### src/pkg/sucl_params.svh
// constants for the start-up configuration loader
`ifndef SUCL_PARAMS_SVH
`define SUCL_PARAMS_SVH
`define SUCL_CLK_PERIOD_NS 5
// power-down release filter, 100 ns
`define SUCL_PD_SETTLE_NS 100
`define SUCL_PD_SETTLE_CYC ((`SUCL_PD_SETTLE_NS + `SUCL_CLK_PERIOD_NS - 1) / `SUCL_CLK_PERIOD_NS)
// cycles per loop calibration, 1 us
`define SUCL_CAL_NS 1000
`define SUCL_CAL_CYC ((`SUCL_CAL_NS + `SUCL_CLK_PERIOD_NS - 1) / `SUCL_CLK_PERIOD_NS)
`define SUCL_NUM_LOOPS 3
// soft reset register and bit
`define SUCL_SOFT_RESET_REG 23
`define SUCL_SOFT_RESET_BIT 6
// stored configuration register 20 fields
`define SUCL_CFG_REG 20
`define SUCL_OVERLAY_BIT 7
`define SUCL_PAGE_OFS_HI 6
`define SUCL_PAGE_OFS_LO 3
`define SUCL_STORED_RESET 8'h00
`define SUCL_NUM_PAGES 9
`define SUCL_LOW_POWER_PAGE 4'h3
// three-level strap codes
`define SUCL_LVL_L 2'h0
`define SUCL_LVL_M 2'h1
`define SUCL_LVL_H 2'h2
`endif

### src/pkg/sucl_pkg.sv
// types for the start-up configuration loader
package sucl_pkg;
  typedef enum logic [2:0] {
    SUCL_OFF,
    SUCL_SETTLE,
    SUCL_ROM,
    SUCL_OVERLAY,
    SUCL_CAL,
    SUCL_RUN
  } sucl_phase_t;
  typedef enum logic [1:0] {
    SUCL_BOOT_ROM,
    SUCL_BOOT_ROM_EE,
    SUCL_BOOT_ROM_EE_ISP,
    SUCL_BOOT_ROM_ISP
  } sucl_boot_t;
endpackage

### src/pkg/sucl_if.sv
// link between the host end and the start-up loader end
`timescale 1ns/10ps
interface sucl_if;
  logic power_down_n;
  logic interface_strap_pin;
  logic [1:0] page_strap_low;
  logic [1:0] page_strap_high;
  logic global_soft_reset;
  logic [2:0] per_loop_soft_reset;
  logic host_wr;
  logic [7:0] host_wdata;
  logic ready;
  logic [2:0] loop_locked;
  modport device (
    input power_down_n, interface_strap_pin, page_strap_low, page_strap_high,
    input global_soft_reset, per_loop_soft_reset, host_wr, host_wdata,
    output ready, loop_locked
  );
  modport host (
    output power_down_n, interface_strap_pin, page_strap_low, page_strap_high,
    output global_soft_reset, per_loop_soft_reset, host_wr, host_wdata,
    input ready, loop_locked
  );
endinterface

### src/logic/sucl_device.sv
// start-up configuration loader, device end
// What this block does
// - start-up begins when power_down_n rises
// - interface strap low selects I2C, high SPI
// - page equals strap page plus stored offset, zero if past page eight
// - stored offset reads zero from factory
// - ROM pages are constant, never writable
// - strap pairs map to pages zero to eight
// - page three starts with everything off
// - global soft reset restarts init and calibration
// - outputs resume after every loop relocks
// - per-loop reset recalibrates that loop only
// - same calibration after power-on and soft reset
// - ROM-only boot skips overlay, needs no host
// - overlay rewrites crystal, loop and driver settings
// - host writes DPLL, SYSREF, GPIO registers itself
// - ROM plus host boot accepts host overwrites
// - host soft-resets after changing loop registers
// - host skips reset for minor setting changes
// - host resets after zero-delay/SYSREF config
// - overlay_enable bit chooses overlay boot
`timescale 1ns/10ps
`include "sucl_params.svh"
module sucl_device (
  // system
  input wire logic clk,
  input wire logic rst,
  // link
  sucl_if.device lnk,
  // stored configuration (eeprom image of register 20)
  input wire logic [7:0] stored_cfg,
  input wire logic stored_cfg_valid,
  // results
  output logic spi_selected,
  output logic [3:0] rom_page,
  output logic overlay_applied,
  output logic low_power,
  output logic [7:0] active_cfg,
  output logic [2:0] loop_enable
);
  typedef struct packed {
    logic [1:0] pd_s;
    logic [1:0] ifs_s;
    logic [3:0] pl_s;
    logic [3:0] ph_s;
    logic [1:0] gsr_s;
    logic [5:0] plr_s;
    logic gsr_d;
    logic [2:0] plr_d;
    sucl_pkg::sucl_phase_t phase;
    logic [7:0] settle_cnt;
    logic [`SUCL_NUM_LOOPS-1:0][7:0] cal_cnt;
    logic [3:0] strap_lat;
    logic [2:0] cal_busy;
    logic spi;
    logic [3:0] page;
    logic ovl;
    logic lp;
    logic [7:0] cfg;
    logic [7:0] stored;
    logic [2:0] en;
    logic rdy;
  } sucl_dev_state_t;
  sucl_dev_state_t st_r, st_nxt;
  logic [3:0] strap_page;
  logic [4:0] page_sum;
  logic gsr_pulse;
  logic [2:0] plr_pulse;

  // fixed strap-to-page table: wiring only, no write path exists
  always_comb begin
    case (st_r.strap_lat)
      {`SUCL_LVL_L, `SUCL_LVL_L}: strap_page = 4'h0;
      {`SUCL_LVL_L, `SUCL_LVL_H}: strap_page = 4'h1;
      {`SUCL_LVL_H, `SUCL_LVL_L}: strap_page = 4'h2;
      {`SUCL_LVL_H, `SUCL_LVL_H}: strap_page = 4'h3;
      {`SUCL_LVL_L, `SUCL_LVL_M}: strap_page = 4'h4;
      {`SUCL_LVL_M, `SUCL_LVL_L}: strap_page = 4'h5;
      {`SUCL_LVL_M, `SUCL_LVL_M}: strap_page = 4'h6;
      {`SUCL_LVL_M, `SUCL_LVL_H}: strap_page = 4'h7;
      {`SUCL_LVL_H, `SUCL_LVL_M}: strap_page = 4'h8;
      default: strap_page = 4'h0;
    endcase
  end

  // five bits so a large offset cannot wrap back onto a legal page
  assign page_sum = {1'b0, strap_page} + {1'b0, st_r.stored[`SUCL_PAGE_OFS_HI:`SUCL_PAGE_OFS_LO]};
  assign gsr_pulse = st_r.gsr_s[1] & ~st_r.gsr_d;
  assign plr_pulse = st_r.plr_s[5:3] & ~st_r.plr_d;

  always_comb begin
    st_nxt = st_r;
    // pins pass two flops before use
    st_nxt.pd_s = {st_r.pd_s[0], lnk.power_down_n};
    st_nxt.ifs_s = {st_r.ifs_s[0], lnk.interface_strap_pin};
    st_nxt.pl_s = {st_r.pl_s[1:0], lnk.page_strap_low};
    st_nxt.ph_s = {st_r.ph_s[1:0], lnk.page_strap_high};
    st_nxt.gsr_s = {st_r.gsr_s[0], lnk.global_soft_reset};
    st_nxt.plr_s = {st_r.plr_s[2:0], lnk.per_loop_soft_reset};
    st_nxt.gsr_d = st_r.gsr_s[1];
    st_nxt.plr_d = st_r.plr_s[5:3];
    if (stored_cfg_valid) begin
      st_nxt.stored = stored_cfg;
    end
    for (int i = 0; i < `SUCL_NUM_LOOPS; i++) begin
      if (st_r.cal_busy[i]) begin
        if (st_r.cal_cnt[i] == 8'h00) begin
          st_nxt.cal_busy[i] = 1'b0;
          st_nxt.en[i] = ~st_r.lp;
        end else begin
          st_nxt.cal_cnt[i] = st_r.cal_cnt[i] - 8'h01;
        end
      end
    end

    case (st_r.phase)
      sucl_pkg::SUCL_OFF: begin
        if (st_r.pd_s[1]) begin
          st_nxt.phase = sucl_pkg::SUCL_SETTLE;
          st_nxt.settle_cnt = 8'(`SUCL_PD_SETTLE_CYC - 1);
        end
      end
      sucl_pkg::SUCL_SETTLE: begin
        if (st_r.settle_cnt == 8'h00) begin
          // straps sampled once here and held until next power-on
          st_nxt.spi = st_r.ifs_s[1];
          // a global soft reset reloads the page from this copy, not the pins
          st_nxt.strap_lat = {st_r.ph_s[3:2], st_r.pl_s[3:2]};
          st_nxt.phase = sucl_pkg::SUCL_ROM;
        end else begin
          st_nxt.settle_cnt = st_r.settle_cnt - 8'h01;
        end
      end
      sucl_pkg::SUCL_ROM: begin
        st_nxt.page = (page_sum < 5'(`SUCL_NUM_PAGES)) ? page_sum[3:0] : 4'h0;
        st_nxt.lp = (st_nxt.page == `SUCL_LOW_POWER_PAGE);
        st_nxt.cfg = `SUCL_STORED_RESET;
        st_nxt.ovl = 1'b0;
        if (st_r.stored[`SUCL_OVERLAY_BIT]) begin
          st_nxt.phase = sucl_pkg::SUCL_OVERLAY;
        end else begin
          st_nxt.phase = sucl_pkg::SUCL_CAL;
        end
      end
      sucl_pkg::SUCL_OVERLAY: begin
        st_nxt.cfg = st_r.stored;
        st_nxt.ovl = 1'b1;
        st_nxt.phase = sucl_pkg::SUCL_CAL;
      end
      sucl_pkg::SUCL_CAL: begin
        st_nxt.en = 3'h0;
        st_nxt.cal_busy = 3'h7;
        for (int i = 0; i < `SUCL_NUM_LOOPS; i++) begin
          st_nxt.cal_cnt[i] = 8'(`SUCL_CAL_CYC - 1);
        end
        st_nxt.phase = sucl_pkg::SUCL_RUN;
      end
      sucl_pkg::SUCL_RUN: begin
        // limitation: ready also drops while any single loop recalibrates
        st_nxt.rdy = (st_r.cal_busy == 3'h0);
        if (lnk.host_wr && st_nxt.rdy) begin
          st_nxt.cfg = lnk.host_wdata;
        end
        if (gsr_pulse) begin
          st_nxt.rdy = 1'b0;
          st_nxt.phase = sucl_pkg::SUCL_ROM;
        end else begin
          for (int i = 0; i < `SUCL_NUM_LOOPS; i++) begin
            if (plr_pulse[i]) begin
              st_nxt.en[i] = 1'b0;
              st_nxt.cal_busy[i] = 1'b1;
              st_nxt.cal_cnt[i] = 8'(`SUCL_CAL_CYC - 1);
            end
          end
        end
      end
      default: st_nxt.phase = sucl_pkg::SUCL_OFF;
    endcase

    // loss of power-down release restarts everything
    if (!st_r.pd_s[1]) begin
      st_nxt.phase = sucl_pkg::SUCL_OFF;
      st_nxt.rdy = 1'b0;
      st_nxt.en = 3'h0;
      st_nxt.cal_busy = 3'h0;
    end
  end

  always_ff @(posedge clk) begin
    if (rst) begin
      st_r <= '0;
      st_r.stored <= `SUCL_STORED_RESET;
      st_r.phase <= sucl_pkg::SUCL_OFF;
    end else begin
      st_r <= st_nxt;
    end
  end

  assign spi_selected = st_r.spi;
  assign rom_page = st_r.page;
  assign overlay_applied = st_r.ovl;
  assign low_power = st_r.lp;
  assign active_cfg = st_r.cfg;
  assign loop_enable = st_r.en;
  assign lnk.ready = st_r.rdy;
  assign lnk.loop_locked = st_r.en;
endmodule

### src/flat_wrapper.sv
// flat-port wrapper written by rule: the top's interface ports become plain ports
module sucl_device_flat 
  (clk, rst, stored_cfg, stored_cfg_valid, spi_selected, rom_page, overlay_applied, low_power, active_cfg, loop_enable, lnk_power_down_n, lnk_interface_strap_pin, lnk_page_strap_low, lnk_page_strap_high, lnk_global_soft_reset, lnk_per_loop_soft_reset, lnk_host_wr, lnk_host_wdata, lnk_ready, lnk_loop_locked);
  sucl_if lnk_i ();
  input wire logic clk;
  input wire logic rst;
  input wire logic [7:0] stored_cfg;
  input wire logic stored_cfg_valid;
  output logic spi_selected;
  output logic [3:0] rom_page;
  output logic overlay_applied;
  output logic low_power;
  output logic [7:0] active_cfg;
  output logic [2:0] loop_enable;
  input wire logic [$bits(lnk_i.power_down_n)-1:0] lnk_power_down_n;
  input wire logic [$bits(lnk_i.interface_strap_pin)-1:0] lnk_interface_strap_pin;
  input wire logic [$bits(lnk_i.page_strap_low)-1:0] lnk_page_strap_low;
  input wire logic [$bits(lnk_i.page_strap_high)-1:0] lnk_page_strap_high;
  input wire logic [$bits(lnk_i.global_soft_reset)-1:0] lnk_global_soft_reset;
  input wire logic [$bits(lnk_i.per_loop_soft_reset)-1:0] lnk_per_loop_soft_reset;
  input wire logic [$bits(lnk_i.host_wr)-1:0] lnk_host_wr;
  input wire logic [$bits(lnk_i.host_wdata)-1:0] lnk_host_wdata;
  output wire logic [$bits(lnk_i.ready)-1:0] lnk_ready;
  output wire logic [$bits(lnk_i.loop_locked)-1:0] lnk_loop_locked;
  assign lnk_i.power_down_n = lnk_power_down_n;
  assign lnk_i.interface_strap_pin = lnk_interface_strap_pin;
  assign lnk_i.page_strap_low = lnk_page_strap_low;
  assign lnk_i.page_strap_high = lnk_page_strap_high;
  assign lnk_i.global_soft_reset = lnk_global_soft_reset;
  assign lnk_i.per_loop_soft_reset = lnk_per_loop_soft_reset;
  assign lnk_i.host_wr = lnk_host_wr;
  assign lnk_i.host_wdata = lnk_host_wdata;
  assign lnk_ready = lnk_i.ready;
  assign lnk_loop_locked = lnk_i.loop_locked;
  sucl_device u_core (.clk(clk), .rst(rst), .lnk(lnk_i), .stored_cfg(stored_cfg), .stored_cfg_valid(stored_cfg_valid), .spi_selected(spi_selected), .rom_page(rom_page), .overlay_applied(overlay_applied), .low_power(low_power), .active_cfg(active_cfg), .loop_enable(loop_enable));
endmodule
### config.mk
export PLATFORM = sky130hd
export DESIGN_NAME = sucl_device_flat
export DESIGN_NICKNAME = d
export VERILOG_FILES = /design/src/pkg/sucl_pkg.sv /design/src/pkg/sucl_if.sv /design/src/logic/sucl_device.sv /design/src/flat_wrapper.sv
export VERILOG_INCLUDE_DIRS = /design/src /design/src/pkg
export SDC_FILE = /design/constraint.sdc
export NUM_CORES = 1
export LEC_CHECK = 0
export BUFFER_PORTS_ARGS = -buffer_cell sky130_fd_sc_hd__buf_2
export CAP_MARGIN = 25
export CORE_MARGIN = 2
export CORE_UTILIZATION = 50
export CTS_BUF_LIST = sky130_fd_sc_hd__clkbuf_2 sky130_fd_sc_hd__clkbuf_4 sky130_fd_sc_hd__clkbuf_8
export DETAILED_ROUTE_END_ITERATION = 12
export GPL_TIMING_DRIVEN = 1
export PLACE_DENSITY = 0.7
export RECOVER_POWER = 25
export SLEW_MARGIN = 20
export SYNTH_ARGS = -nofsm -noshare
export SYNTH_HDL_FRONTEND = slang
export SYNTH_SLANG_ARGS = --single-unit
### constraint.sdc
create_clock -name clk -period 3.1 [get_ports clk]
set_clock_uncertainty 0.05 [all_clocks]
set_input_delay 0.62 -clock clk [delete_from_list [all_inputs] [get_ports clk]]
set_output_delay 0.62 -clock clk [all_outputs]
set_load 0.01 [all_outputs]
Word-level counts from Yosys, hierarchy flattened
Memory sizes are Yosys's and may differ from the RTL's. A register that Yosys moved wholly into a read port is not among the register bits.
Index checks and enable logic that the tools add are counted.
{"block": "word_totals", "n_memories": 1, "ff_bits": 93, "input_bits": 30, "romBits": 64, "out_inout_bits": 22}
{"block": "op_classes", "mux": 47, "n_eq_ne": 11, "bitwise_logic": 6, "reduce_logical": 15, "n_lt_le_gt_ge": 1, "add_sub_neg": 5}
{"memory": "(no name shown)", "depth": 16, "word_bits": 4, "read_ports": 1, "rd_clocked_by_memory_dff": 1, "write_ports": 0, "line_no": "sucl_device.sv:72", "rtl": "case (st_r.strap_lat)"}
{"cell": "8-bit 2-to-1 mux", "count": 11}
{"cell": "24-bit case mux with 2 select lines", "count": 1}
{"cell": "8-bit zero test", "count": 4}
{"cell": "8-bit by 1-bit subtractor with 8-bit output, second input constant", "count": 4}
{"cell": "24-bit 2-to-1 mux", "count": 1}
{"cell": "8-bit case mux with 3 select lines", "count": 1}
{"cell": "1-bit 2-to-1 mux", "count": 19}
{"cell": "3-bit case mux with 6 select lines", "count": 1}
{"cell": "8-bit case mux with 2 select lines", "count": 1}
{"cell": "3-bit 2-to-1 mux", "count": 5}
{"cell": "4-bit 2-to-1 mux", "count": 3}
{"cell": "3-bit case mux with 2 select lines", "count": 2}
{"cell": "11-bit 2-to-1 mux", "count": 1}
{"cell": "2-bit by 1-bit inequality test with 1-bit output, second input constant", "count": 4}
{"cell": "3-bit by 2-bit == test with 1-bit output, second input constant", "count": 2}
{"cell": "3-bit == test, second input constant", "count": 2}
{"cell": "3-bit zero test", "count": 2}
{"cell": "3-bit AND reduction", "count": 2}
{"cell": "4-bit by 4-bit adder with 5-bit output", "count": 1}
{"cell": "5-bit by 4-bit < comparator with 1-bit output, second input constant", "count": 1}
{"cell": "4-bit by 2-bit == test with 1-bit output, second input constant", "count": 1}
{"cell": "2-bit AND reduction", "count": 2}
{"cell": "2-bit nonzero test", "count": 2}
{"cell": "3-bit AND", "count": 1}
{"cell": "other kinds (9)", "count": 11}

Depth between registers and ports, before layout
{"block": "logic_depth", "depth_word": 6, "depth_mapped": 10, "depth_no_buf": 9}

Worst setup path before layout
OpenSTA, ideal clock, no wires.
{"block": "synth_path", "path_type": "register to register", "start": "register u_core.st_r[58] in the netlist's numbering", "end": "register, netlist name u_core.strap_page[1]", "setup_slack_ps": 823, "arrival_time_ps": 2135, "path_stages_with_launch": 11, "setup_ps": 92, "required_ps": 2958, "path_buffers": 1, "path_cell_list": "dfxtp_1 -> inv_1 -> ha_1 -> nor3b_2 -> and3_1 -> buf_2 -> a31o_2 -> inv_1 -> ha_1 -> or2_1 -> o32ai_1"}
{"block": "synth_between", "elab_chain_len": 4}
{"element": "start, declared", "line_no": "sucl_device.sv:64", "rtl": "sucl_dev_state_t st_r, st_nxt;"}
{"element": "start signal, assigned", "line_no": "sucl_device.sv:195", "rtl": "st_r <= st_nxt;"}
{"element": "8-bit zero test", "line_no": "sucl_device.sv:124", "rtl": "if (st_r.settle_cnt == 8'h00) begin"}
{"element": "2-bit AND reduction (no line)"}
{"element": "4-bit 2-to-1 mux (no line) (2 in a row)"}
No other way between the ends.
A chain may end at the register's enable or synchronous reset.

Worst setup path after layout
{"block": "layout_path", "start": "register u_core.st_r[58] in the netlist's numbering", "end": "register, netlist name u_core.strap_page[1]"}
{"block": "layout_between", "elab_chain_len": 4}
{"element": "8-bit zero test", "line_no": "sucl_device.sv:124"}
{"element": "2-bit AND reduction (no line)"}
{"element": "4-bit 2-to-1 mux (no line) (2 in a row)"}
No other way between the ends.

==> impl_metrics.yaml <==
timing:
  period_share_pct: 85.2
  fin_crit_ps: 2640
  rsz0062_at_grt: "no"
  tns_ps: 0
  hold_viol: 0
  finalMaxSlewViolations: 0
  slew_headroom_pct: 33.7
  setup_slack_ps: 460
  finalSetupViolations: 0
  worst_pin_slew_ps: 995
  fmax_mhz: 379
final_layout:
  nNetsFinal: 543
  final_util_pct: 56.3
  layout-drive-gt1-share_pct: 16.7
  seq_area_um2: 1940
  multi_input_area_um2: 2160
  n_antenna_cell: 0
  synthToLayoutAreaGrowth_pct: 9.66
  layout.cells.non_filler: 610
  fillCellCount: 757
logic_synthesis:
  synthFlopType: "dfxtp_1"
  synth.avg_cell_area_um2: 9.41
  yosysMostFrequentCell: "dfxtp_1"
  synth_area_um2: 4430
  yosys.area.top_type: "dfxtp_1"
  synth_top_cell_area_share_pct: 43.8
  ys_warn_count: 0
  syn_inst: 471
  synth_seq_cells: 97
  yosys-top-cells-count: "97 x dfxtp_1, 42 x a21oi_1, 35 x nor2_1, 29 x nor2b_1, 28 x nand2_1"
  syn_nets: 515
  ys_top_cells_by_area: "dfxtp_1 44%, a21oi_1 4.7%, nor2b_1 4.1%"
  synth_edf_count: 0
  async_flop_share_pct: 0
  yosysSeqAreaShare_pct: 43.8
  synth_cell_type_count: 66
min_path:
  min_path_type: "register to register"
  min_to: "u_core.st_r[90]$_SDFF_PP0_"
  hold_depth: 1
  hp-start: "u_core.st_nxt[90]$_SDFF_PP0_"
run:
  drv_cap: 0
route:
  drc: 0
  drtIter0Drc: 184
  drt-vias-per-instance: 5.49
  wl_um: 8660
  dr.pass1.iters: 4
  vias: 3350
  drtAntennaViolNets: 0
  wl_per_cell_um: 14.2
setup_path:
  critical_path.top_delay_family: "simple AND/OR/NAND/NOR gates"
  critPathMaxStageDelay_ps: 500
  regToRegSetupSlack_ps: 460
  start_kind: "register"
  path_max_fanout: 13
  reg2regPathDepth: 9
  end_kind: "register"
  r2r-start: "u_core.st_r[58]$_SDFFE_PP0P_"
  crit_buf_inv: 2
  cpMaxStageDelayCell: "and3_1"
  crit_arrival_ps: 2860
  worstPathRequired_ps: 3320
  r2r_end: "u_core.strap_page[1]$_DFF_P_"
  worstPathCellList: "inv_1 > ha_1 > nor3b_2 > and3_1 > a31o_2 > inv_1 > ha_1 > or2_1 > o32ai_1"
  path_class: "register to register"
clock_network:
  cts.sinks: 97
  cts_tree: "done"
  clk_pin_slew_ps: 80
  hold_buffers: 0
  cts_buffers: 9
  post_cts.repair.setup_buffers: 0
  cts.path.max_buffers: 2
  insertion_delay_ps: 360
  cts_resized: 0
  cts_root_buf: "clkbuf_8"
  cts.htree.levels: 3
power:
  total_power_mw: 2.41
  peakVddDrop_v: 0.000336
  p_leak_nw: 1.93
  p_per_area_nw_per_um2: 497
status:
  status: "complete, no violations"
grt:
  antenna_found_initial: 0
  grt_pass1_vias: 3168
  overflow: 0
  grt_max_degree: 27
  grtUsageTotal_pct: 18.7
  grt_first_pass_wirelength_um: 14700
floorplanning:
  io_pins: 52
  die-area_um2: 9630
  die_x_um: 98.1
  core_um2: 8640
  start_util_pct: 51.3
  die_h_um: 98.1
  rows: 34
place:
  placed_cells: 596
  port_buffers: 51
  place.gp.congestion: 0.833
  hpwl_um: 6380
  dp_slack_ps: 550
-- registers in the layout, indices dropped and copies added (netlist names) --
register and count:
u_core.rom_page 4, u_core.spi_selected 1, u_core.low_power 1, u_core.strap_page 4, u_core.lnk.ready 1, u_core.st_nxt 14
u_core.lnk.loop_locked 3, u_core.st_r 60, u_core.overlay_applied 1, u_core.active_cfg 8
-- report_power, final --
group	internal (mW)	leakage [nW]	switching (mW)
logic	0.0644	1.02	0.0882
registers	1.27	0.789	0.0199
clock network	0.559	0.119	0.408
total	1.90	1.93	0.516
-- stage by stage --
step | hold WS [ps] | instance area, µm²
floorplan | 364 | 4430
global placement | 367 | 4630
detailed placement | 374 | 4630
CTS | 394 | 4860
global route | 404 | 4860
finish | 389 | 4860
-- worst reg2reg max path: cells and delay by family, from the launching register on --
family / cells / cell delay, ps
adder cells (fa/ha/maj): 2 / 410
buffers and inverters: 2 / 140
flip-flops: 1 / 340
AO/OA/AOI/OAI: 2 / 450
AND/OR/NAND/NOR: 3 / 1170
-- worst max-delay path by stage --
stage | start | end | slack, ps | cells after the start
after global routing | u_core.st_r[58]$_SDFFE_PP0P_ | u_core.strap_page[1]$_DFF_P_ | 280 | 9
after global placement | u_core.st_r[58]$_SDFFE_PP0P_ | u_core.strap_page[1]$_DFF_P_ | 640 | 9
after detailed placement | u_core.st_r[58]$_SDFFE_PP0P_ | u_core.strap_page[1]$_DFF_P_ | 550 | 9
final | u_core.st_r[58]$_SDFFE_PP0P_ | u_core.strap_page[1]$_DFF_P_ | 460 | 9
after CTS | u_core.st_r[58]$_SDFFE_PP0P_ | u_core.strap_page[1]$_DFF_P_ | 480 | 9
after floorplan | u_core.st_r[58]$_SDFFE_PP0P_ | u_core.strap_page[1]$_DFF_P_ | 820 | 10
-- placed cells by master (no fill, tap or decap), types with 6 or more instances in the layout --
master / instances
dfxtp_1: 97
buf_2: 50
a21oi_1: 42
nor2_1: 35
nor2b_1: 29
nand2_1: 28
inv_1: 26
mux2i_1: 16
ha_1: 13
nor3_1: 10
xnor2_1: 10
clkbuf_8: 10
or3_1: 8
o221a_1: 8
nand2b_1: 7
nor3b_1: 6
-- per-layer routing --
| layer | GRT usage [%] | vias up | share of wire, % |
|---|---|---|---|
| li1 | - | 1692 | - |
| met1 | 23.8 | 1583 | 45 |
| met2 | 31.2 | 63 | 49 |
| met3 | 5.58 | 12 | 4.2 |
| met4 | 4.85 | 0 | 1.4 |
| met5 | 0 | - | 0 |
-- area by class of cell --
type | instances | area share, %
multi-input cells | 309 | 44.6
flip-flops and latches | 97 | 40.0
repair buffers | 55 | 5.77
clock buffers | 11 | 2.99
well taps | 108 | 2.78
inverters | 27 | 2.09
clock inverters | 3 | 1.85
-- logic make-up (layout without fill, tap and decap cells) --
kind of cell	Yosys count	after routing	synth area share, %
buffers and inverters	65	96	7.31
muxes	21	21	4.89
adders and majority gates	14	14	4.12
DFF	97	97	43.8
xor gates and xnor gates	13	13	2.57
AOI/OAI and AO/OA	93	93	15.4
and+or+nand+nor	168	168	21.9
No activity file was read; power rests on OpenSTA's default activity.
